--- src/shared/ilo_pkg.sv ---
// Constants and types shared by the indexed literal offset decode and execute block.
package ilo_pkg;

  ////////////////////////////////////////////////////////////////////////////////
  // Data space and register map (byte addresses on the APB bus).
  localparam int unsigned   ADDR_W     = 12;
  localparam logic [7:0]    OFF_CTRL   = 8'h00;
  localparam logic [7:0]    OFF_INSTR  = 8'h04;
  localparam logic [7:0]    OFF_STATUS = 8'h08;
  localparam logic [7:0]    OFF_ACC    = 8'h0c;
  localparam logic [7:0]    OFF_PTR2   = 8'h10;
  localparam logic [7:0]    OFF_BANK   = 8'h14;
  localparam logic [7:0]    OFF_EADDR  = 8'h18;

  ////////////////////////////////////////////////////////////////////////////////
  // Field positions and values after reset.
  localparam int unsigned   CTRL_EXT_BIT   = 0;
  localparam int unsigned   FLAG_C         = 0;
  localparam int unsigned   FLAG_DC        = 1;
  localparam int unsigned   FLAG_Z         = 2;
  localparam int unsigned   FLAG_OV        = 3;
  localparam int unsigned   FLAG_N         = 4;
  localparam int unsigned   STAT_BUSY      = 8;
  localparam int unsigned   STAT_ILLEGAL   = 9;
  localparam logic          EXT_RST        = 1'b0;
  localparam logic [7:0]    ACC_RST        = 8'h00;
  localparam logic [11:0]   PTR2_RST       = 12'h000;
  localparam logic [3:0]    BANK_RST       = 4'h0;
  localparam logic [4:0]    FLAGS_RST      = 5'h00;
  localparam logic [15:0]   INSTR_RST      = 16'h0000;

  ////////////////////////////////////////////////////////////////////////////////
  // Opcode patterns, address limits and constants of the operations.
  localparam logic [5:0]    OPC_ADD        = 6'h09;
  localparam logic [3:0]    OPC_BSET       = 4'h8;
  localparam logic [6:0]    OPC_SET_ALL_INDEXED       = 7'h34;
  localparam logic [7:0]    INDEX_LIMIT    = 8'h5f;
  localparam logic [7:0]    ACCESS_LOW_TOP = 8'h7f;
  localparam logic [3:0]    ACCESS_HI_BANK = 4'hf;
  localparam logic [7:0]    ALL_ONES       = 8'hff;

  typedef enum logic [1:0] {OP_NONE, OP_ADD, OP_BSET, OP_SET_ALL_INDEXED} op_e;
  typedef enum logic [2:0] {PH_IDLE, PH_Q1, PH_Q2, PH_Q3, PH_Q4} phase_e;

endpackage

--- src/logic/ea_decode.sv ---
// Opcode classification and effective address formation for byte and bit operations.
`timescale 1ns/1ps
`default_nettype none

module ea_decode (
  // Instruction and addressing state
  input  wire logic [15:0]             instr,
  input  wire logic                    ext_en,
  input  wire logic [11:0]             ptr2,
  input  wire logic [3:0]              bank,
  // Decoded result
  output ilo_pkg::op_e                 op,
  output logic      [11:0]             ea,
  output logic                         indexed,
  output logic                         dest_mem,
  output logic      [2:0]              bit_sel
);

  // Only the three supported patterns are recognised; anything else is no operation.
  function automatic ilo_pkg::op_e classify(input logic [15:0] w);
    if (w[15:10] == ilo_pkg::OPC_ADD)
      return ilo_pkg::OP_ADD;
    else if (w[15:12] == ilo_pkg::OPC_BSET)
      return ilo_pkg::OP_BSET;
    else if (w[15:9] == ilo_pkg::OPC_SET_ALL_INDEXED)
      return ilo_pkg::OP_SET_ALL_INDEXED;
    else
      return ilo_pkg::OP_NONE;
  endfunction

  logic [7:0] f_arg;
  logic       acc_bit;

  // Field extraction; the destination bit keeps its usual meaning in both modes.
  always_comb
  begin
    f_arg    = instr[7:0];
    acc_bit  = instr[8];
    op       = classify(instr);
    dest_mem = instr[9];
    bit_sel  = instr[11:9];
  end

  // Indexed only with the extended set on, the access bit clear and a low argument.
  always_comb
  begin
    indexed = ext_en && !acc_bit && (f_arg <= ilo_pkg::INDEX_LIMIT);
    if (indexed)
      ea = ptr2 + {4'h0, f_arg};
    else if (acc_bit)
      ea = {bank, f_arg};
    else if (f_arg <= ilo_pkg::ACCESS_LOW_TOP)
      ea = {4'h0, f_arg};
    else
      ea = {ilo_pkg::ACCESS_HI_BANK, f_arg};
  end

endmodule

`default_nettype wire

--- src/logic/ilo_core.sv ---
// Four-phase executor of indexed byte and bit operations with an APB register file.
`timescale 1ns/1ps
`default_nettype none

// Operation
// - With extension on and access bit clear, an argument up to 5Fh is an offset from pointer two.
// - In indexed operation the access bit counts as clear whatever the address.
// - The destination bit still picks accumulator or memory as the result target.
// - The indexed add sums the accumulator and the byte at pointer two plus the 8-bit offset.
// - Destination bit zero writes the sum to the accumulator, one writes it back to memory.
// - The indexed add updates negative, overflow, carry, digit carry and zero flags.
// - The indexed bit set sets the bit picked by a 3-bit field in the addressed byte.
// - The indexed set writes all ones to the addressed byte and leaves the flags alone.
// - Extension and indexing work only when the enable bit is one; it resets to zero.
// - Without extension, access bit zero picks the access bank and one the selected bank.
module ilo_core #(
  parameter int ADDR_W = ilo_pkg::ADDR_W
) (
  // Clock and reset
  input  wire logic                    mclk,
  input  wire logic                    rst_n,
  // APB slave
  input  wire logic                    psel,
  input  wire logic                    penable,
  input  wire logic                    pwrite,
  input  wire logic [7:0]              paddr,
  input  wire logic [31:0]             pwdata,
  output logic      [31:0]             prdata,
  output logic                         pready,
  output logic                         pslverr,
  // Data memory port
  output logic      [ADDR_W-1:0]       mem_addr,
  output logic                         mem_re,
  output logic                         mem_we,
  output logic      [7:0]              mem_wdata,
  input  wire logic [7:0]              mem_rdata,
  // Execution state
  output logic                         busy,
  output logic                         indexed_access
);

  // The bank register and the pointer width fix the data space at 4096 bytes.
  if (ADDR_W != 12)
  begin : g_bad_width
    $error("ADDR_W must be 12");
  end

  ////////////////////////////////////////////////////////////////////////////////
  // Reset release through two flip-flops.
  logic rst_sync1_reg;
  logic rst_sync2_reg;

  always_ff @(posedge mclk or negedge rst_n)
  begin
    if (!rst_n)
    begin
      rst_sync1_reg <= 1'b0;
      rst_sync2_reg <= 1'b0;
    end
    else
    begin
      rst_sync1_reg <= 1'b1;
      rst_sync2_reg <= rst_sync1_reg;
    end
  end

  ////////////////////////////////////////////////////////////////////////////////
  // State and decode.
  ilo_pkg::phase_e   phase_reg;
  ilo_pkg::op_e      op_reg;
  ilo_pkg::op_e      dec_op;
  logic              ext_reg;
  logic [15:0]       instr_reg;
  logic [7:0]        acc_reg;
  logic [11:0]       ptr2_reg;
  logic [3:0]        bank_reg;
  logic [4:0]        flags_reg;
  logic              illegal_reg;
  logic              dest_reg;
  logic [2:0]        bit_reg;
  logic [7:0]        acc_a_reg;
  logic [7:0]        operand_reg;
  logic [11:0]       dec_ea;
  logic              dec_indexed;
  logic              dec_dest;
  logic [2:0]        dec_bit;
  logic [ADDR_W-1:0] mem_addr_reg;
  logic              mem_re_reg;
  logic              mem_we_reg;
  logic [7:0]        mem_wdata_reg;
  logic              indexed_reg;
  logic [31:0]       prdata_reg;
  logic              pready_reg;
  logic              pslverr_reg;
  logic [31:0]       rd_word;
  logic              addr_err;
  logic [7:0]        result;
  logic [4:0]        add_flags;
  logic              apb_setup;
  logic              apb_done;
  logic              wr_ok;
  logic              start;

  ea_decode u_decode (
    .instr    (instr_reg),
    .ext_en   (ext_reg),
    .ptr2     (ptr2_reg),
    .bank     (bank_reg),
    .op       (dec_op),
    .ea       (dec_ea),
    .indexed  (dec_indexed),
    .dest_mem (dec_dest),
    .bit_sel  (dec_bit)
  );

  ////////////////////////////////////////////////////////////////////////////////
  // APB: one wait-free access phase; refused writes answer with an error.
  assign apb_setup = psel && !penable;
  assign apb_done  = psel && penable && pready_reg;
  assign wr_ok     = apb_done && pwrite && !pslverr_reg;
  assign start     = wr_ok && (paddr == ilo_pkg::OFF_INSTR);

  // Read mux and refusal: unmapped addresses, and writes to live state while busy.
  always_comb
  begin
    rd_word  = 32'h0;
    addr_err = 1'b0;
    case (paddr)
      ilo_pkg::OFF_CTRL:   rd_word[ilo_pkg::CTRL_EXT_BIT] = ext_reg;
      ilo_pkg::OFF_INSTR:  rd_word[15:0] = instr_reg;
      ilo_pkg::OFF_STATUS:
      begin
        rd_word[4:0]                  = flags_reg;
        rd_word[ilo_pkg::STAT_BUSY]    = (phase_reg != ilo_pkg::PH_IDLE);
        rd_word[ilo_pkg::STAT_ILLEGAL] = illegal_reg;
      end
      ilo_pkg::OFF_ACC:    rd_word[7:0] = acc_reg;
      ilo_pkg::OFF_PTR2:   rd_word[11:0] = ptr2_reg;
      ilo_pkg::OFF_BANK:   rd_word[3:0] = bank_reg;
      ilo_pkg::OFF_EADDR:  rd_word[ADDR_W-1:0] = mem_addr_reg;
      default:             addr_err = 1'b1;
    endcase
    if (pwrite && (phase_reg != ilo_pkg::PH_IDLE) && (paddr != ilo_pkg::OFF_STATUS)
        && (paddr != ilo_pkg::OFF_EADDR))
      addr_err = 1'b1;
  end

  // Answer registers are loaded in the setup cycle so the access phase ends at once.
  always_ff @(posedge mclk or negedge rst_sync2_reg)
  begin
    if (!rst_sync2_reg)
    begin
      prdata_reg  <= 32'h0;
      pready_reg  <= 1'b0;
      pslverr_reg <= 1'b0;
    end
    else
    begin
      pready_reg  <= apb_setup;
      pslverr_reg <= apb_setup && addr_err;
      if (apb_setup && !pwrite)
        prdata_reg <= rd_word;
    end
  end

  ////////////////////////////////////////////////////////////////////////////////
  // Operation results, taken from the memory byte sampled at the end of Q3.
  always_comb
  begin
    logic [8:0] sum9;
    logic [4:0] low5;
    sum9      = {1'b0, acc_a_reg} + {1'b0, mem_rdata};
    low5      = {1'b0, acc_a_reg[3:0]} + {1'b0, mem_rdata[3:0]};
    add_flags = 5'h0;
    add_flags[ilo_pkg::FLAG_C]  = sum9[8];
    add_flags[ilo_pkg::FLAG_DC] = low5[4];
    add_flags[ilo_pkg::FLAG_Z]  = (sum9[7:0] == 8'h00);
    add_flags[ilo_pkg::FLAG_N]  = sum9[7];
    add_flags[ilo_pkg::FLAG_OV] = (acc_a_reg[7] == mem_rdata[7]) && (sum9[7] != acc_a_reg[7]);
    case (op_reg)
      ilo_pkg::OP_ADD:  result = sum9[7:0];
      ilo_pkg::OP_BSET: result = mem_rdata | (8'h01 << bit_reg);
      ilo_pkg::OP_SET_ALL_INDEXED: result = ilo_pkg::ALL_ONES;
      default:          result = mem_rdata;
    endcase
  end

  // Software-visible registers; the add writes flags, and the accumulator when the destination bit is zero, at the end of Q3.
  always_ff @(posedge mclk or negedge rst_sync2_reg)
  begin
    if (!rst_sync2_reg)
    begin
      ext_reg   <= ilo_pkg::EXT_RST;
      instr_reg <= ilo_pkg::INSTR_RST;
      acc_reg   <= ilo_pkg::ACC_RST;
      ptr2_reg  <= ilo_pkg::PTR2_RST;
      bank_reg  <= ilo_pkg::BANK_RST;
      flags_reg <= ilo_pkg::FLAGS_RST;
    end
    else
    begin
      if (wr_ok)
      begin
        case (paddr)
          ilo_pkg::OFF_CTRL:  ext_reg   <= pwdata[ilo_pkg::CTRL_EXT_BIT];
          ilo_pkg::OFF_INSTR: instr_reg <= pwdata[15:0];
          ilo_pkg::OFF_ACC:   acc_reg   <= pwdata[7:0];
          ilo_pkg::OFF_PTR2:  ptr2_reg  <= pwdata[11:0];
          ilo_pkg::OFF_BANK:  bank_reg  <= pwdata[3:0];
          default:            ;
        endcase
      end
      if ((phase_reg == ilo_pkg::PH_Q3) && (op_reg == ilo_pkg::OP_ADD))
      begin
        flags_reg <= add_flags;
        if (!dest_reg)
          acc_reg <= result;
      end
    end
  end

  ////////////////////////////////////////////////////////////////////////////////
  // Four-phase sequencer: decode, read, process, write; one instruction per start.
  always_ff @(posedge mclk or negedge rst_sync2_reg)
  begin
    if (!rst_sync2_reg)
    begin
      phase_reg     <= ilo_pkg::PH_IDLE;
      op_reg        <= ilo_pkg::OP_NONE;
      illegal_reg   <= 1'b0;
      dest_reg      <= 1'b0;
      bit_reg       <= 3'h0;
      acc_a_reg     <= 8'h00;
      operand_reg   <= 8'h00;
      mem_addr_reg  <= '0;
      mem_re_reg    <= 1'b0;
      mem_we_reg    <= 1'b0;
      mem_wdata_reg <= 8'h00;
      indexed_reg   <= 1'b0;
    end
    else
    begin
      case (phase_reg)
        ilo_pkg::PH_IDLE:
          if (start)
            phase_reg <= ilo_pkg::PH_Q1;
        ilo_pkg::PH_Q1:
        begin
          phase_reg    <= ilo_pkg::PH_Q2;
          op_reg       <= dec_op;
          illegal_reg  <= (dec_op == ilo_pkg::OP_NONE);
          dest_reg     <= dec_dest;
          bit_reg      <= dec_bit;
          acc_a_reg    <= acc_reg;
          mem_addr_reg <= dec_ea;
          mem_re_reg   <= (dec_op != ilo_pkg::OP_NONE);
          indexed_reg  <= dec_indexed;
        end
        ilo_pkg::PH_Q2:
          phase_reg <= ilo_pkg::PH_Q3;
        ilo_pkg::PH_Q3:
        begin
          phase_reg     <= ilo_pkg::PH_Q4;
          mem_re_reg    <= 1'b0;
          operand_reg   <= mem_rdata;
          mem_wdata_reg <= result;
          mem_we_reg    <= (op_reg != ilo_pkg::OP_NONE) && ((op_reg != ilo_pkg::OP_ADD) || dest_reg);
        end
        ilo_pkg::PH_Q4:
        begin
          phase_reg  <= ilo_pkg::PH_IDLE;
          mem_we_reg <= 1'b0;
        end
        default:
          phase_reg <= ilo_pkg::PH_IDLE;
      endcase
    end
  end

  // Outputs come straight from their flip-flops; busy is its own flop to stay glitch free.
  logic busy_reg;

  always_ff @(posedge mclk or negedge rst_sync2_reg)
  begin
    if (!rst_sync2_reg)
      busy_reg <= 1'b0;
    else
      busy_reg <= (phase_reg == ilo_pkg::PH_IDLE) ? start : (phase_reg != ilo_pkg::PH_Q4);
  end

  assign prdata         = prdata_reg;
  assign pready         = pready_reg;
  assign pslverr        = pslverr_reg;
  assign mem_addr       = mem_addr_reg;
  assign mem_re         = mem_re_reg;
  assign mem_we         = mem_we_reg;
  assign mem_wdata      = mem_wdata_reg;
  assign busy           = busy_reg;
  assign indexed_access = indexed_reg;
endmodule

`default_nettype wire

--- config.mk ---
export PLATFORM = sky130hd
export DESIGN_NAME = ilo_core
export DESIGN_NICKNAME = d
export VERILOG_FILES = /design/src/shared/ilo_pkg.sv /design/src/logic/ea_decode.sv /design/src/logic/ilo_core.sv
export SDC_FILE = /design/constraint.sdc
export NUM_CORES = 1
export LEC_CHECK = 0
export BUFFER_PORTS_ARGS = -buffer_cell sky130_fd_sc_hd__buf_2
export CAP_MARGIN = 20
export CORE_MARGIN = 5
export CORE_UTILIZATION = 47
export DETAILED_ROUTE_END_ITERATION = 7
export GPL_ROUTABILITY_DRIVEN = 0
export HOLD_SLACK_MARGIN = 0.03
export PLACE_DENSITY = 0.72
export SLEW_MARGIN = 20
export SYNTH_ARGS = -nofsm -noshare
export SYNTH_HDL_FRONTEND = slang
export SYNTH_SLANG_ARGS = --single-unit
--- constraint.sdc ---
create_clock -name mclk -period 3.2 [get_ports mclk]
set_input_delay 0.16 -clock mclk [delete_from_list [all_inputs] [get_ports mclk]]
set_output_delay 0.16 -clock mclk [all_outputs]
set_load 0.02 [all_outputs]
==> results of run 1 <==
[final timing paths]
check / startpoint / endpoint / slack [ps] / cells after the start
setup / recovery: phase_reg[2] / flags_reg[2] / 700 / 6
hold / removal: pwdata[13] / instr_reg[13] / 50 / 2
setup reg to reg: phase_reg[2] / flags_reg[2] / 700 / 6
hold reg to reg: rst_sync1_reg / rst_sync2_reg / 360 / 0
max in group asynchronous: rst_sync2_reg / prdata[15] / 1880 / 1
min in group asynchronous: rst_n / rst_sync2_reg / 110 / 2
[cell usage after synthesis (all sizes together), types with 4 or more instances]
cell type  instances  share of area, %
o32ai              8               1.2
nor2              28               1.8
nand2b             7              0.90
buf               23               3.0
ha                16               3.5
a31oi              5              0.55
nor3               6              0.61
mux2              35               6.9
xor2               8               1.2
mux2i             23               4.0
clkbuf            20               1.3
dfrtp            107                47
a21o               7              0.92
o31ai              5              0.74
nand3             11               1.0
a22o               5              0.76
inv                6              0.39
nand2             97               6.4
a22oi              5              0.66
nor2b             13               1.4
a211oi            10               1.3
a21oi             28               2.4
nor3b              4              0.52
o21ai             44               3.8
xnor2              8               1.2
[metrics by stage]
stage | area, sq um | hold WS [ps] | utilization, % | cells | total power, mW
floorplan | 5786 | -135.6 | - | 588 | 2.013
global route | 6491 | 50.84 | 54.27 | 796 | 3.476
finish | 6491 | 49.39 | 54.27 | 796 | 3.335
global placement | 6176 | -55.71 | 51.63 | 778 | 2.213
detailed placement | 6176 | -53.86 | 51.63 | 778 | 2.237
CTS | 6491 | 48.21 | 54.27 | 796 | 3.343
[power breakdown]
group | internal [mW] | switching, mW | total, mW
Sequential | 1.46 | 0.0991 | 1.56
Clock | 0.630 | 0.493 | 1.12
Combinational | 0.216 | 0.439 | 0.654
[layout by cell type (no fill, tap or decap), types with 16 or more instances in the layout]
cell / count
dfrtp_1: 106
mux2_2: 35
nand2_1: 97
nor2_1: 28
a21oi_1: 28
mux2i_1: 23
buf_2: 78
o21ai_0: 44
ha_1: 16
conb_1: 17
[per-layer routing]
| layer | track usage, % | up-vias | part of all wire [%] |
|---|---|---|---|
| li1 | - | 2152 | - |
| met1 | 27.08 | 2200 | 42 |
| met2 | 33.29 | 191 | 47 |
| met5 | 0 | - | 0 |
| met4 | 8.711 | 0 | 2.7 |
| met3 | 2.947 | 28 | 7.5 |
[cells by family (layout without fill, tap and decap cells)]
group	count (synthesis)	count (layout)	share of synthesized area [%]
flip-flops	107	107	46.75
adder cells (fa/ha/maj)	18	18	4.194
XOR/XNOR	16	16	2.447
AND/OR/NAND/NOR	185	185	15.18
other	2	17	0.1311
multiplexers	59	59	11.29
buffers and inverters	49	110	4.696
AO/OA/AOI/OAI	137	137	15.31
[critical path: cells and delay by family (launching register included)]
family / cells / cell delay [ps]
buffers and inverters: 1 / 170
flip-flops: 1 / 410
AND/OR/NAND/NOR: 4 / 1670
AO/OA/AOI/OAI: 1 / 180
[final cells by class]
class / count / area [sq um] / share of cell area, %
multi-input cells: 432 / 2838 / 43.72
flip-flops and latches: 107 / 2681 / 41.31
repair buffers: 88 / 470.5 / 7.247
clock buffers: 12 / 246.5 / 3.797
well taps: 147 / 183.9 / 2.833
clock inverters: 4 / 48.80 / 0.7517
inverters: 6 / 22.52 / 0.3470
==> qor.csv, run 1 <==
stage,metric,value,unit
layout,Area growth syn-to-layout,13.32,%
die,IO Pins,111,
sta,Final min period,2502,ps
sta,# setup viols final,0,
grt,grt ovf,0,
power,Pleak,3.233,nW
die,Initial Utilization,47.89,%
setup_path,CP Max Fanout,18,
routing,via-per-instance ratio,5.742,
power,Worst VDD drop,0.0002342,V
cts,# Post-CTS Setup Buffers,0,
cts,post-cts hold buffer count,2,
yosys,Yosys Warn Count,0,
layout,ANT cells,0,
cts,htree depth,3,
cts,clk buf depth,2,
sta,Slew HR,36.16,%
die,Cell Rows,40,
grt,first-pass GRT wire length,23340,um
routing,Detailed Route WL,14570,um
die,Die Y,120.4,um
sta,worst-margin pin slew,957.7,ps
cts,Worst-Skew Late Latency,350,ps
cts,PostCTS Resize Cnt,0,
sta,setup TNS,0,ps
routing,drc violations,0,
flow_run,max_cap viols,0,
yosys,Mean Syn Cell Area,9.996,sq um
grt,gr usage total,20.35,%
grt,vias in the first global route,4556,
routing,ANT nets after route,0,
sta,unrepaired setup endpoints after global routing,no,
routing,routed via count,4571,
yosys,Most used DFF post-synth,dfrtp_1,
sta,"Hold Violations, Final",0,
grt,largest net degree at the start of global routing,75,
cts,clock sinks,107,
cts,CTS tree,done,
routing,Pre-antenna DRT Iters,5,
setup_path,WS Path Type,flip-flop to flip-flop,
setup_path,nature of the critical path startpoint,flip-flop,
placed_design,PortBufs,78,
die,core area,11960,sq um
yosys,Unique masters post-synth,58,
min_path,Hold Crit Class,input port to flip-flop,
routing,Iter 0 DRT Violations,549,
yosys,"Seq/Total Area, Yosys",46.75,%
routing,WL per Instance,18.31,um
placed_design,Place WS,728.0,ps
outcome,status,"finished, final reports clean",
yosys,Seq cells post-synth,107,
cts,CTS Buf Count,9,
yosys,Post-Syn Instances,573,
grt,initial antenna violation count,0,
yosys,Mapped Area,5728,sq um
setup_path,arrival time at the worst endpoint,2760,ps
layout,fillcell total,1073,
setup_path,most frequent CP cell,or4_1,
power,Power Density,513.8,nW/um^2
die,total die area,14500,sq um
yosys,Synth async-reset ratio,100.0,%
layout,nets,715,
setup_path,"Largest stage delay, worst path",510,ps
setup_path,Worst setup EP type,flip-flop,
sta,final count of pins violating max slew,0,
sta,clk_skew,6.852,ps
cts,"Reg clk slew, reported paths",70,ps
sta,post-route setup slack,698.1,ps
cts,Clock Root Buffer,clkbuf_16,
setup_path,WP data required,3460,ps
sta,period utilization,78.18,%
yosys,number of synthesized flops with an enable pin,0,
layout,share of cells above drive strength 1,22.19,%
placed_design,hpwl dp,10770,um
setup_path,"Critical Path, Cell by Cell",inv_1 -> nand3_2 -> or2_1 -> or4_1 -> or4_1 -> o31ai_2,
sta,fmax,0.3997,GHz
setup_path,Slowest cell on crit path,or4_1,
die,chip width,120.4,um
Note: power is estimated with default switching activity, not from simulation.
==> inputs of run 2 (changes only) <==
clock period = 2.3 ns   (was 3.2 ns; I/O delays follow)
==> qor.csv, run 2 (same netlist as run 1, synthesis figures left out) <==
stage,metric,value,unit,change
setup_path,CP Max Fanout,2,,-16
layout,"commonest non-fill, non-tap cell in the layout",dfrtp_1,,
sta,post-route setup slack,-3.130,ps,-701.2 ps
cts,CTS tree,done,,
power,Power Density,686.5,nW/um^2,+34%
grt,gr usage total,20.92,%,+0.57 points
setup_path,WP buf/inv,0,,-1
setup_path,r2r setup slk,-3,ps,-700 ps
placed_design,Place WS,-164.0,ps,-892.1 ps
layout,share of cells above drive strength 1,23.39,%,+1.2 points
layout,"commonest non-fill, non-tap cells in the layout","106 x dfrtp_1, 97 x nand2_1, 78 x buf_2",,
layout,nets,734,,+2.7%
layout,fillcell total,1032,,-3.8%
sta,Final min period,2303,ps,-198.8 ps
routing,via-per-instance ratio,5.692,,-0.88%
placed_design,hpwl dp,10970,um,+1.8%
sta,Slew HR,52.29,%,+16 points
cts,# Post-CTS Setup Buffers,0,,unchanged
cts,clock sinks,107,,unchanged
setup_path,WS Path Type,flip-flop to flip-flop,,
min_path,Hold Crit Class,input port to flip-flop,,
sta,final count of pins violating max slew,0,,unchanged
routing,Detailed Route WL,14860,um,+1.9%
grt,initial antenna violation count,0,,unchanged
sta,unrepaired setup endpoints after global routing,yes,,
placed_design,PortBufs,78,,unchanged
routing,Pre-antenna DRT Iters,5,,unchanged
grt,first-pass GRT wire length,24040,um,+3.0%
layout,ANT cells,0,,unchanged
die,Initial Utilization,47.89,%,unchanged
routing,Iter 0 DRT Violations,480,,-13%
die,Cell Rows,40,,unchanged
cts,htree depth,3,,unchanged
setup_path,"Critical Path, Cell by Cell",ha_2 -> fa_2 -> a21oi_2 -> o21ai_1 -> a21oi_1 -> xnor2_1 -> or4_1 -> o31ai_2,,
cts,Clock Root Buffer,clkbuf_16,,
die,IO Pins,111,,unchanged
setup_path,arrival time at the worst endpoint,2560,ps,-200 ps
cts,Worst-Skew Late Latency,350,ps,about the same
flow_run,max_cap viols,0,,unchanged
grt,vias in the first global route,4507,,-1.1%
sta,period utilization,100.1,%,+22 points
cts,CTS Buf Count,9,,unchanged
power,Pleak,3.308,nW,+2.3%
layout,Area growth syn-to-layout,16.21,%,
placed_design,dpl cells,789,,+1.4%
layout,Final Core Density,55.65,%,+1.4 points
grt,largest net degree at the start of global routing,106,,+41%
sta,# setup viols final,1,,+1
setup_path,WP data required,2560,ps,-900 ps
setup_path,Worst setup EP type,flip-flop,,
routing,WL per Instance,18.25,um,-0.31%
sta,"Hold Violations, Final",0,,unchanged
sta,clk_skew,11.41,ps,+4.558 ps
cts,clk buf depth,2,,unchanged
sta,fmax,0.4342,GHz,+8.6%
die,total die area,14500,sq um,unchanged
routing,ANT nets after route,0,,unchanged
routing,routed via count,4633,,+1.4%
setup_path,nature of the critical path startpoint,flip-flop,,
cts,"Reg clk slew, reported paths",70,ps,about the same
die,chip width,120.4,um,unchanged
layout,Finished Layout Cells,814,,+2.3%
outcome,status,"finished, violations left",,
grt,grt ovf,0,,unchanged
setup_path,"Largest stage delay, worst path",540,ps,+30 ps
sta,worst-margin pin slew,715.7,ps,-242.0 ps
setup_path,Slowest cell on crit path,or4_1,,
power,Worst VDD drop,0.0003734,V,+59%
routing,drc violations,0,,unchanged
power,total design power,4.570,mW,+37%
die,core area,11960,sq um,unchanged
die,Die Y,120.4,um,unchanged
outcome,failing checks,negative setup slack,,
setup_path,CP top delay family,compound AO/OA/AOI/OAI gates,,
==> run 2: changes by cell type in the layout (fill, tap and decap cells not counted), sizes merged <==
cell | before | now
clkbuf | 12 | 13
buf | 86 | 97
bufinv | 1 | 0
dlygate4sd3 | 2 | 10
inv | 7 | 6
==> run 2: worst reg2reg max path, stage by stage, from the launching register on <==
cell	delay [ps]
dfrtp_1	390
ha_2	190
fa_2	360
a21oi_2	180
o21ai_1	90
a21oi_1	190
xnor2_1	110
or4_1	540
o31ai_2	180
==> run 2: path summary, 6_finish.rpt <==
path                          startpoint       endpoint  cells after the start
max                         acc_a_reg[0]   flags_reg[2]                      8
min                            pwdata[4]    ptr2_reg[4]                      2
max reg2reg                 acc_a_reg[0]   flags_reg[2]                      8
min reg2reg                rst_sync1_reg  rst_sync2_reg                      0
max in group asynchronous  rst_sync2_reg    mem_addr[1]                      1
min in group asynchronous          rst_n  rst_sync2_reg                      2
==> run 2: power breakdown <==
group | total, mW | internal [mW] | leakage [nW] | switching (mW)
clock | 1.43 | 0.761 | 0.130 | 0.674
sequential | 2.15 | 2.03 | 1.43 | 0.116
combinational | 0.988 | 0.338 | 1.74 | 0.650
==> run 2: stage by stage <==
step / TNS (ps) / instance area (sq um) / hold slack [ps]
floorplan: 0 / 5786 / -180.6
global route: -86.66 / 6656 / 53.44
detailed placement: -164.0 / 6284 / -96.22
finish: -3.130 / 6656 / 44.07
CTS: 0 / 6656 / 38.09
global placement: -78.87 / 6284 / -101.3
==> run 2: timing repair <==
action                                  in CTS  in global routing
gates resized for setup                      4                  0
hold buffers                                10                  0
endpoints found under the hold margin       15                  0
endpoints found under the setup margin       1                  1
pin swaps                                    2                  1
==> run 2: layer usage <==
layer	part of all wire (%)	routed length, um	up-vias	global-route usage (%)
met3	6.8	1009	21	3.461
met1	44	6604	2244	29.84
li1	-	-	2187	-
met2	47	6960	181	32.69
met4	1.9	283	0	6.728
met5	0	0	-	0
==> run 2: cell type report <==
| type | count | area (sq um) | area share, % |
|---|---|---|---|
| inverters | 6 | 22.52 | 0.3383 |
| multi-input cells | 432 | 2846 | 42.76 |
| clock buffers | 13 | 250.2 | 3.759 |
| clock inverters | 2 | 13.76 | 0.2068 |
| repair buffers | 107 | 658.1 | 9.887 |
| well taps | 147 | 183.9 | 2.763 |
| flip-flops and latches | 107 | 2681 | 40.28 |
